===== config.mk =====
export PLATFORM = sky130hd
export DESIGN_NAME = output_path_and_offset_servo_ctrl
export DESIGN_NICKNAME = d
export VERILOG_FILES = /design/src/common/servo_ctrl_pkg.sv /design/src/design/servo_channel_engine.sv /design/src/design/output_path_and_offset_servo_ctrl.sv
export SDC_FILE = /design/constraint.sdc
export NUM_CORES = 1
export LEC_CHECK = 0
export BUFFER_PORTS_ARGS = -buffer_cell sky130_fd_sc_hd__buf_2
export CAP_MARGIN = 15
export CORE_ASPECT_RATIO = 1.2
export CORE_UTILIZATION = 56
export CTS_CLUSTER_DIAMETER = 120
export DETAILED_ROUTE_END_ITERATION = 8
export GPL_TIMING_DRIVEN = 1
export PLACE_DENSITY = 0.79
export REMOVE_ABC_BUFFERS = 1
export SYNTH_ARGS = -nofsm -noshare
export SYNTH_HDL_FRONTEND = slang
export SYNTH_SLANG_ARGS = --single-unit

===== constraint.sdc =====
create_clock -name clk -period 2.9 [get_ports clk]
set_input_delay 0.29 -clock clk [delete_from_list [all_inputs] [get_ports clk]]
set_output_delay 0.29 -clock clk [all_outputs]
set_load 0.01 [all_outputs]

===== src/common/servo_ctrl_pkg.sv =====
package servo_ctrl_pkg;

  // ************************************************************
  // Register indices and byte addresses
  // ************************************************************
  // Printed offsets are word indices; the byte address is four times.
  localparam logic [9:0] IDX_LINE_LEFT_LEVEL = 10'h03B;
  localparam logic [9:0] IDX_LINE_RIGHT_LEVEL = 10'h03C;
  localparam logic [9:0] IDX_SOURCE_SELECT = 10'h03D;
  localparam logic [9:0] IDX_SERVO_ENABLE = 10'h043;
  localparam logic [9:0] IDX_SERVO_TRIGGER = 10'h044;
  localparam logic [9:0] IDX_BURST_LINE = 10'h047;
  localparam logic [9:0] IDX_BURST_PHONES = 10'h048;
  localparam int ADDR_W = 12;

  // ************************************************************
  // Field positions
  // ************************************************************
  localparam int LVL_SILENCE_BIT = 8;
  localparam int LVL_COMMIT_BIT = 7;
  localparam int LVL_ZC_BIT = 6;
  localparam int LVL_GAIN_LSB = 0;
  localparam int GAIN_W = 6;
  localparam int SEL_PHONES_LEFT_BIT = 3;
  localparam int SEL_PHONES_RIGHT_BIT = 2;
  localparam int SEL_LINE_LEFT_BIT = 1;
  localparam int SEL_LINE_RIGHT_BIT = 0;
  localparam int TRIG_ONCE_LSB = 12;
  localparam int TRIG_BURST_LSB = 8;
  localparam int TRIG_POWERUP_LSB = 4;
  localparam int TRIG_CONVWRITE_LSB = 0;
  localparam int BURST_W = 7;
  localparam int NUM_CHAN = 4;
  localparam int NUM_MODE = 4;

  // ************************************************************
  // Reset values
  // ************************************************************
  localparam logic [5:0] GAIN_RESET = 6'h39;
  localparam logic [6:0] BURST_RESET = 7'h2A;

  // Correction modes, one bit each, in busy-vector order.
  typedef enum logic [3:0] {
    MODE_CONVWRITE = 4'h1,
    MODE_POWERUP = 4'h2,
    MODE_BURST = 4'h4,
    MODE_ONCE = 4'h8
  } servo_mode_type;

  // Sequencer states of one servo channel.
  typedef enum logic [1:0] {
    SERVO_IDLE = 2'h1,
    SERVO_RUN = 2'h2
  } servo_state_type;

endpackage : servo_ctrl_pkg


===== src/design/servo_channel_engine.sv =====
module servo_channel_engine
  import servo_ctrl_pkg::*;
(
  input wire logic clk, // System clock.
  input wire logic reset_n, // Synchronous reset, active low.
  input wire logic [servo_ctrl_pkg::NUM_MODE-1:0] startReq, // Write-1 pulses.
  input wire logic chanEnable, // Servo enable of this channel.
  input wire logic [servo_ctrl_pkg::BURST_W-1:0] burstCount, // N gives N+1.
  input wire logic stepDone, // One correction update finished.
  output logic [servo_ctrl_pkg::NUM_MODE-1:0] busy, // Running mode.
  output logic stepReq // Asks the analogue servo for updates.
);

  // ************************************************************
  // State
  // ************************************************************
  typedef struct packed {
    servo_state_type state;
    logic [NUM_MODE-1:0] mode;
    logic [BURST_W-1:0] remaining;
  } engine_type;

  engine_type q, d;
  logic finishing;

  // Next state; a start that lands on the finishing update is accepted.
  always_comb begin
    d = q;
    finishing = 1'b0;
    unique case (q.state)
      SERVO_IDLE: begin
      end
      SERVO_RUN: begin
        if (!chanEnable) begin
          d.state = SERVO_IDLE;
          d.mode = '0;
        end else if (stepDone) begin
          if (q.remaining == '0) begin
            finishing = 1'b1;
            d.state = SERVO_IDLE;
            d.mode = '0;
          end else begin
            d.remaining = q.remaining - 1'b1;
          end
        end
      end
    endcase
    // Only one mode runs at a time; higher bits win a tie.
    if (chanEnable && |startReq
        && (q.state == SERVO_IDLE || finishing)) begin
      d.state = SERVO_RUN;
      d.remaining = '0;
      if (startReq[3]) begin
        d.mode = MODE_ONCE;
      end else if (startReq[2]) begin
        d.mode = MODE_BURST;
        d.remaining = burstCount;
      end else if (startReq[1]) begin
        d.mode = MODE_POWERUP;
      end else begin
        d.mode = MODE_CONVWRITE;
      end
    end
  end

  // Register the state.
  always_ff @(posedge clk) begin
    if (!reset_n) begin
      q <= '{state: SERVO_IDLE, mode: '0, remaining: '0};
    end else begin
      q <= d;
    end
  end

  assign busy = q.mode;
  assign stepReq = (q.state == SERVO_RUN);

endmodule : servo_channel_engine


===== src/design/output_path_and_offset_servo_ctrl.sv =====
// Chosen here: register access over APB.
module output_path_and_offset_servo_ctrl (
  input wire logic clk, // System clock, 200 MHz.
  input wire logic reset_n, // Synchronous reset, active low.
  input wire logic psel, // APB select.
  input wire logic penable, // APB access phase.
  input wire logic pwrite, // APB direction, 1 is write.
  input wire logic [servo_ctrl_pkg::ADDR_W-1:0] paddr, // APB byte address.
  input wire logic [31:0] pwdata, // APB write data.
  input wire logic [3:0] pstrb, // APB byte strobes.
  output logic [31:0] prdata, // APB read data.
  output logic pready, // APB ready.
  output logic pslverr, // APB error, unmapped address.
  input wire logic [1:0] zeroCross, // Line zero crossing, [1] right.
  input wire logic [3:0] servoStepDone, // Servo update done per channel.
  output logic [1:0] lineSilence, // Line mute, [1] right, [0] left.
  output logic [1:0] lineZeroCrossEn, // Line zero-cross gating enables.
  output logic [11:0] lineGain, // Applied gains, [11:6] right.
  output logic [3:0] bypassSel, // Output source selects, 1 is bypass.
  output logic [3:0] servoEnable, // Servo enables per channel.
  output logic [3:0] servoStepReq // Servo update request per channel.
);
  import servo_ctrl_pkg::*;

  // ************************************************************
  // Address map
  // ************************************************************
  localparam logic [ADDR_W-1:0] A_LEFT = {IDX_LINE_LEFT_LEVEL, 2'b00};
  localparam logic [ADDR_W-1:0] A_RIGHT = {IDX_LINE_RIGHT_LEVEL, 2'b00};
  localparam logic [ADDR_W-1:0] A_SEL = {IDX_SOURCE_SELECT, 2'b00};
  localparam logic [ADDR_W-1:0] A_SEN = {IDX_SERVO_ENABLE, 2'b00};
  localparam logic [ADDR_W-1:0] A_TRIG = {IDX_SERVO_TRIGGER, 2'b00};
  localparam logic [ADDR_W-1:0] A_BLINE = {IDX_BURST_LINE, 2'b00};
  localparam logic [ADDR_W-1:0] A_BPHN = {IDX_BURST_PHONES, 2'b00};

  // ************************************************************
  // State
  // ************************************************************
  // Index 1 is the right line channel, index 0 the left.
  typedef struct packed {
    logic [1:0][GAIN_W-1:0] gainPend;
    logic [1:0][GAIN_W-1:0] gainApplied;
    logic [1:0] silence;
    logic [1:0] zcEn;
    logic [1:0] applyWait;
    logic [3:0] srcSel;
    logic [3:0] servoEn;
    logic [BURST_W-1:0] burstLine;
    logic [BURST_W-1:0] burstPhones;
    logic [31:0] rdata;
    logic slvErr;
    logic [1:0] zcMeta;
    logic [1:0] zcSync;
    logic [1:0] zcPrev;
    logic [3:0] doneMeta;
    logic [3:0] doneSync;
    logic [3:0] donePrev;
  } ctrl_type;

  ctrl_type q, d;
  logic setup, wrEn;
  logic [15:0] mask;
  logic [15:0] wmasked;
  logic hit;
  logic [31:0] rmux;
  logic commit;
  logic [1:0] zcEdge;
  logic [3:0] doneEdge;
  logic [NUM_CHAN-1:0][NUM_MODE-1:0] startReq;
  logic [NUM_CHAN-1:0][NUM_MODE-1:0] busy;
  logic [15:0] trigRead;

  // ************************************************************
  // Bus decode
  // ************************************************************
  // Zero wait states: read data is captured in the setup cycle.
  assign setup = psel && !penable;
  assign wrEn = setup && pwrite;
  assign mask = {{8{pstrb[1]}}, {8{pstrb[0]}}};
  assign wmasked = pwdata[15:0] & mask;
  assign commit = wrEn && wmasked[LVL_COMMIT_BIT]
    && (paddr == A_LEFT || paddr == A_RIGHT);

  // Merge a write into a stored field, honouring the byte strobes.
  function automatic logic [15:0] merge(input logic [15:0] old);
    merge = (pwdata[15:0] & mask) | (old & ~mask);
  endfunction : merge

  // Trigger bits read as the running modes of each channel.
  always_comb begin
    trigRead = '0;
    for (int c = 0; c < NUM_CHAN; c++) begin
      trigRead[TRIG_ONCE_LSB + c] = busy[c][3];
      trigRead[TRIG_BURST_LSB + c] = busy[c][2];
      trigRead[TRIG_POWERUP_LSB + c] = busy[c][1];
      trigRead[TRIG_CONVWRITE_LSB + c] = busy[c][0];
    end
  end

  // Read multiplexer; the commit bit always reads back as zero.
  always_comb begin
    hit = 1'b1;
    rmux = '0;
    unique case (paddr)
      A_LEFT: rmux[8:0] = {q.silence[0], 1'b0, q.zcEn[0], q.gainPend[0]};
      A_RIGHT: rmux[8:0] = {q.silence[1], 1'b0, q.zcEn[1], q.gainPend[1]};
      A_SEL: rmux[3:0] = q.srcSel;
      A_SEN: rmux[3:0] = q.servoEn;
      A_TRIG: rmux[15:0] = trigRead;
      A_BLINE: rmux[BURST_W-1:0] = q.burstLine;
      A_BPHN: rmux[BURST_W-1:0] = q.burstPhones;
      default: hit = 1'b0;
    endcase
  end

  // ************************************************************
  // Trigger decode
  // ************************************************************
  // A written 1 becomes a one-cycle start pulse to the channel.
  always_comb begin
    for (int c = 0; c < NUM_CHAN; c++) begin
      if (wrEn && paddr == A_TRIG) begin
        startReq[c] = {wmasked[TRIG_ONCE_LSB + c],
          wmasked[TRIG_BURST_LSB + c], wmasked[TRIG_POWERUP_LSB + c],
          wmasked[TRIG_CONVWRITE_LSB + c]};
      end else begin
        startReq[c] = '0;
      end
    end
  end

  // Edge pulses come only from the second synchroniser stage onward.
  assign zcEdge = q.zcSync & ~q.zcPrev;
  assign doneEdge = q.doneSync & ~q.donePrev;

  // ************************************************************
  // Register update
  // ************************************************************
  always_comb begin
    logic [15:0] m;
    m = '0;
    d = q;
    d.zcMeta = zeroCross;
    d.zcSync = q.zcMeta;
    d.zcPrev = q.zcSync;
    d.doneMeta = servoStepDone;
    d.doneSync = q.doneMeta;
    d.donePrev = q.doneSync;
    if (setup) begin
      d.rdata = pwrite ? 32'h0000_0000 : rmux;
      d.slvErr = !hit;
    end
    // Each line channel waits for its zero crossing when gating is on.
    for (int c = 0; c < 2; c++) begin
      if (q.applyWait[c] && (!q.zcEn[c] || zcEdge[c])) begin
        d.gainApplied[c] = q.gainPend[c];
        d.applyWait[c] = 1'b0;
      end
    end
    if (wrEn) begin
      unique case (paddr)
        A_LEFT: begin
          m = merge({7'h00, q.silence[0], 1'b0, q.zcEn[0], q.gainPend[0]});
          d.silence[0] = m[LVL_SILENCE_BIT];
          d.zcEn[0] = m[LVL_ZC_BIT];
          d.gainPend[0] = m[LVL_GAIN_LSB +: GAIN_W];
        end
        A_RIGHT: begin
          m = merge({7'h00, q.silence[1], 1'b0, q.zcEn[1], q.gainPend[1]});
          d.silence[1] = m[LVL_SILENCE_BIT];
          d.zcEn[1] = m[LVL_ZC_BIT];
          d.gainPend[1] = m[LVL_GAIN_LSB +: GAIN_W];
        end
        A_SEL: begin
          m = merge({12'h000, q.srcSel});
          d.srcSel = m[3:0];
        end
        A_SEN: begin
          m = merge({12'h000, q.servoEn});
          d.servoEn = m[3:0];
        end
        A_BLINE: begin
          m = merge({9'h000, q.burstLine});
          d.burstLine = m[BURST_W-1:0];
        end
        A_BPHN: begin
          m = merge({9'h000, q.burstPhones});
          d.burstPhones = m[BURST_W-1:0];
        end
        default: begin
        end
      endcase
    end
    // A commit restarts the wait, so the newest pending gain is taken.
    if (commit) begin
      d.applyWait = 2'b11;
    end
  end

  // Register the whole state.
  always_ff @(posedge clk) begin
    if (!reset_n) begin
      q <= '{gainPend: {GAIN_RESET, GAIN_RESET},
        gainApplied: {GAIN_RESET, GAIN_RESET},
        burstLine: BURST_RESET, burstPhones: BURST_RESET,
        default: '0};
    end else begin
      q <= d;
    end
  end

  // ************************************************************
  // Servo channels
  // ************************************************************
  // Channels 0 and 1 are the phones, 2 and 3 the line outputs.
  for (genvar c = 0; c < NUM_CHAN; c++) begin : gen_servo
    servo_channel_engine servo_channel_engine_inst (
      .clk(clk),
      .reset_n(reset_n),
      .startReq(startReq[c]),
      .chanEnable(q.servoEn[c]),
      .burstCount(c < 2 ? q.burstPhones : q.burstLine),
      .stepDone(doneEdge[c]),
      .busy(busy[c]),
      .stepReq(servoStepReq[c])
    );
  end

  // ************************************************************
  // Outputs
  // ************************************************************
  assign prdata = q.rdata;
  assign pready = 1'b1;
  assign pslverr = psel && penable && q.slvErr;
  assign lineSilence = q.silence;
  assign lineZeroCrossEn = q.zcEn;
  assign lineGain = {q.gainApplied[1], q.gainApplied[0]};
  assign bypassSel = q.srcSel;
  assign servoEnable = q.servoEn;

endmodule : output_path_and_offset_servo_ctrl


Yosys cells after proc, flatten, opt, wreduce, memory -nomap -nowiden --
Cells that the tools add are included.
Storage, ports and cells: input port bits 59, output and inout bits 62, register bits 155, logic and storage cells 225
Operators by class: bitwise logic cells 18, reductions and logical operators 65, equality and inequality tests 27, $add $sub $neg 4, multiplexer cells 77
Operators with widths (number):
- $mux W13 | 12
- $mux W7 | 17
- $eq A12 B9 Y1 const B | 4
- $mux W6 | 8
- $eq A12 B8 Y1 const B | 3
- $mux W4 | 8
- $logic_not A7 Y1 | 4
- $pmux W4 S7 | 1
- $reduce_bool A2 Y1 | 14
- $sub A7 B1 Y7 const B | 4
- $ne A3 B1 Y1 const B | 8
- $mux W1 | 19
- $and A9 B9 Y9 | 2
- $or A9 B9 Y9 | 2
- $logic_and A1 B1 Y1 | 17
- $and A16 B16 Y16 | 1
- $mux W16 | 1
- $reduce_and A4 Y1 | 4
- $reduce_or A4 Y1 | 4
- $pmux W3 S5 | 1
- $and A7 B7 Y7 | 2
- $or A7 B7 Y7 | 2
- $and A4 B4 Y4 | 3
- $mux W3 | 4
- other kinds (15) | 46

Logic depth before layout (Yosys ltp) --
depth in word-level cells 10, mapped depth 9

Modules after synthesis --
A second synthesis with hierarchy kept.
Unflattened totals: cell total of the unflattened synthesis 865, area, all modules 7438.4 um^2
By module, submodules not included:
- output_path_and_offset_servo_ctrl | seq. area each 1741.7 um^2, cells each 465, area each 4250.3 um^2, times used 1
- servo_channel_engine | seq. area each 260.2 um^2, cells each 100, area each 797.0 um^2, times used 4

Least setup slack after synthesis --
Ideal clock, no wire load.
kind input -> register, start point in paddr[5] (netlist name), end point reg gen_servo[1].servo_channel_engine_inst.q[3] (netlist name), data required time 2.781 ns, arrival time 2.042 ns, slack 0.740 ns, library setup time 0.119 ns, path buffers 1, cell stages on the path 7, cells stage by stage buf_6 -> nor4b_4 -> nand4_4 -> or4_4 -> a21oi_4 -> a31oi_1 -> o221a_1
On the way: cells in the longest elaborated chain, start to end 8
Ends and longest elaborated chain:
- start, declared | line output_path_and_offset_servo_ctrl.sv:8 | input wire logic [servo_ctrl_pkg::ADDR_W-1:0] paddr,
- $eq A12 B9 Y1 (*) | line output_path_and_offset_servo_ctrl.sv:122 | if (wrEn && paddr == A_TRIG) begin
- $logic_and A1 B1 Y1 (*) | line output_path_and_offset_servo_ctrl.sv:122
- $mux W4 (*) | line output_path_and_offset_servo_ctrl.sv:122
- $reduce_or A4 Y1 | line servo_channel_engine.sv:49 | if (chanEnable && |startReq
- $logic_and A1 B1 Y1 | line servo_channel_engine.sv:49
- $logic_and A1 B1 Y1 | line servo_channel_engine.sv:50 | && (q.state == SERVO_IDLE || finishing)) begin
- $ne A2 B2 Y1 (no source line) or $reduce_bool A2 Y1 (tied branches)
- $reduce_and A4 Y1 (no source line)
- end signal, assigned | line servo_channel_engine.sv:69 | q <= '{state: SERVO_IDLE, mode: '0, remaining: '0};
- end, declared | line servo_channel_engine.sv:23 | engine_type q, d;
Every way passes the cells marked *; elsewhere a longest branch is shown, timed or not. A chain may end at the register's enable or synchronous reset.

Worst setup path after layout --
start point reg gen_servo[3].servo_channel_engine_inst.q[0] (netlist name), end point reg gen_servo[3].servo_channel_engine_inst.q, in the netlist gen_servo[3].servo_channel_engine_inst.busy[0]
On the way: cells in the longest elaborated chain, start to end 9
Ends and longest elaborated chain:
- start, declared | line servo_channel_engine.sv:23
- start signal, assigned | line servo_channel_engine.sv:69
- $logic_not A7 Y1 (*) | line servo_channel_engine.sv:38 | if (q.remaining == '0) begin
- $mux W1 | line servo_channel_engine.sv:38
- $mux W1 | line servo_channel_engine.sv:37 | end else if (stepDone) begin
- $mux W1 | line servo_channel_engine.sv:34 | if (!chanEnable) begin
- $mux W1 | line servo_channel_engine.sv:30 | unique case (q.state)
- $logic_or A1 B1 Y1 | line servo_channel_engine.sv:50
- $logic_and A1 B1 Y1 | line servo_channel_engine.sv:50
- $ne A3 B1 Y1 (no source line) or $reduce_bool A2 Y1 (tied branches)
- $reduce_and A3 Y1 (no source line)
Marked as above.

==> impl_results.md <==
* Slew @ Worst Pin at 1.06 ns
* Seq/Total Area, Yosys at 0.384
* CTS hold repair buffers at 0
* Post-DRT Antenna Nets at 0
* Die W at 106 um
* Hold_ws at 0.0667 ns
* Gr usage total at 0.291
* Outcome: completed
* Root buffer cell: clkbuf_16
* Worst setup EP type: flip-flop
* Synth Area in XOR/XNOR at 0
* Largest family of logic cells by synthesized area: simple AND/OR/NAND/NOR gates
* CTS Buf Count at 17
* Post-synth cell types at 79
* Fraction of layout cells with a size suffix above 1 at 0.184
* Crit path DAT at 2.80 ns
* Final Critical Period at 2.49 ns
* Fraction of registers with async set/reset at 0
* Peak supply drop at 386 uV
* Synthesis Warnings at 0
* Synth Instances at 850
* Post-DP HPWL at 13300 um
* 1st-pass router iterations at 5
* Yosys reg bits at 139
* Post-synth EDFFs at 0
* Clock Sinks at 139
* Boundary pin count at 121
* Slew Limit Fails at 0
* Number of global-route vias before repair at 6097
* Pwr/cell area at 523 nW/um2
* Clock slew at reported path FFs at 0.06 ns
* Area Growth Syn to Fin at 10.4%
* Final period util at 0.859
* Initial antenna violation count at 0
* DRC violations left at 0
* Core area at 12700 um2
* Final Hold Violating Endpoints at 0
* Filler Cell Count at 1142
* Slew margin rel. at 0.289
* Startpoint type of the worst setup path: flip-flop
* Critical path cell sequence: inv_1 -> ha_1 -> nor4b_1 -> a41oi_1 -> or4b_4 -> and3_4 -> a22o_1
* CP Max Fanout at 11
* Post-DR vias/cell at 6.10
* Largest net degree at the start of global routing at 78
* Adder-cell share of the synthesized area at 0.0138
* Cell accounting for the most synthesized area: dfxtp_1
* Global route overflow at 0
* Complex-gate fraction of the synthesized area at 0.184
* Simple-gate share of the synthesized area at 0.276
* Final GP Congestion at 0.947
* Leak at 3.40 nW
* Final setup violation count at 0
* CTS tree: built
* Post-Route Skew at 0.00716 ns
* DR WL/cell at 17.7 um
* Rows at 45
* Critical Path RT at 3.21 ns
* First-pass GRT wire length at 30600 um
* Commonest cells post-synth: 139 x dfxtp_1, 110 x nand2_1, 66 x nor2_1
* Post-CTS Resized at 0
* DRT iter0 DRCs at 597
* Crit path kind: reg -> reg
* Vias at 6497
* Initial Util at 0.573
* RSZ-0062 raised after global routing: no
* CP peak stage delay at 0.64 ns
* Die area at 13400 um2
* Die height at 127 um
* Synthesized area at 7250 um2
* Primary FF master, synth: dfxtp_1
* Final Non-Filler Cells at 1065
* Post-synthesis mux area share at 0.0476
* Htree depth at 4
* Postcts setup bufs at 0
* Worst-Skew Late Latency at 0.42 ns
* Cell Area, Placed at 7440 um2
* Fmax achieved at 401 MHz
* Count leader, synth: dfxtp_1
* Fin nets at 955
* Critical Path Slowest Stage Cell: or4b_4
* Setup slack, reg-to-reg at 0.41 ns
* Final instance area at 8000 um2
* Area share of the largest cell type after synthesis at 0.384
* Number of port buffers at 85
* Max-Cap Viols at 0
* Type of the tightest min-delay check: in -> reg
* Area of the multi-input gates at 3850 um2
* FF+latch area at 2780 um2
* Ranking of synthesized cells by area: dfxtp_1 38%, buf_4 6.3%, nand2_1 5.7%
* Antenna cells at 0
* Clock Tree Buf Depth at 2
* Syn avg cell area at 8.53 um2
* TNS Setup at 0 ns
* Final WL at 18900 um
* Cell Count Post-Placement at 1033
-- area by class of cell --
| cell class | count | area share |
|---|---|---|
| Timing Repair Buffer | 102 | 0.0691 |
| Multi-Input combinational cell | 614 | 0.481 |
| Sequential cell | 139 | 0.348 |
| Clock buffer | 20 | 0.0558 |
| Tap cell | 164 | 0.0256 |
| Inverter | 14 | 0.00657 |
| Clock inverter | 12 | 0.0144 |
-- power by group --
group	switching, mW	internal [mW]	total, mW	leakage, nW
Combinational	0.134	0.0579	0.191	2.01
Sequential	0.00360	1.92	1.92	1.12
Clock	0.862	1.21	2.07	0.268
Total	0.999	3.19	4.19	3.40
-- metrics by stage --
step            util  setup WS [ns]  power, mW
2_1_floorplan      -          0.423       2.04
6_report       0.632          0.409       4.19
3_3_place_gp   0.587          0.320       2.15
5_1_grt        0.632          0.260       4.32
4_1_cts        0.632          0.446       4.20
3_5_place_dp   0.587          0.343       2.15
-- cells in the final DEF, fill, tap and decap left out, drive strengths merged, types with 4 or more instances in the layout --
cell,Yosys,final
clkinv,0,4
a32oi,5,5
o21ai,30,30
o221a,4,4
nor2,66,66
a211oi,4,4
a22oi,26,26
ha,8,8
nor4b,8,8
and4b,4,4
o22ai,4,4
nand2b,4,4
and2,28,28
and3,15,15
inv,14,18
a31oi,6,6
mux2i,33,33
buf,70,102
conb,2,17
o21a,4,4
a22o,15,15
nand3,42,42
nand4b,4,4
clkbuf,28,20
o211a,11,11
nand3b,5,5
nor4,9,9
nand4,11,11
nand2,111,111
nor3b,6,6
nor2b,16,16
dfxtp,139,139
a21oi,49,49
nor3,21,21
and4,4,4
-- path summary, 6_finish.rpt --
| check | start | to | cells past startpoint |
|---|---|---|---|
| worst max-delay path | gen_servo[3].servo_channel_engine_inst.q[0] | gen_servo[3].servo_channel_engine_inst.busy[0] | 7 |
| worst min-delay path | zeroCross[0] | d[14] | 2 |
| worst max register to register | gen_servo[3].servo_channel_engine_inst.q[0] | gen_servo[3].servo_channel_engine_inst.busy[0] | 7 |
| worst min register to register | d[4] | d[0] | 1 |
-- critical path, delay by kind of cell, from the launching register on --
kind / cells / cell delay (ns)
AND/OR/NAND/NOR: 3 / 1.27
adder cells (fa/ha/maj): 1 / 0.15
AO/OA/AOI/OAI: 2 / 0.51
flip-flops: 1 / 0.34
buffers and inverters: 1 / 0.09
-- cell families after synthesis --
kind of cell / count (synthesis)
and+or+nand+nor: 367
AOI/OAI and AO/OA: 188
DFF: 139
buffers and inverters: 112
muxes: 34
adders and majority gates: 8
other: 2
-- per-layer routing --
layer,up-vias,GRT usage,share of wire
met5,-,0,0
met4,0,0.171,0.046
met3,67,0.0514,0.059
met2,247,0.487,0.48
met1,3097,0.348,0.41
li1,3086,-,-
Note: power is estimated with default switching activity, not from simulation.
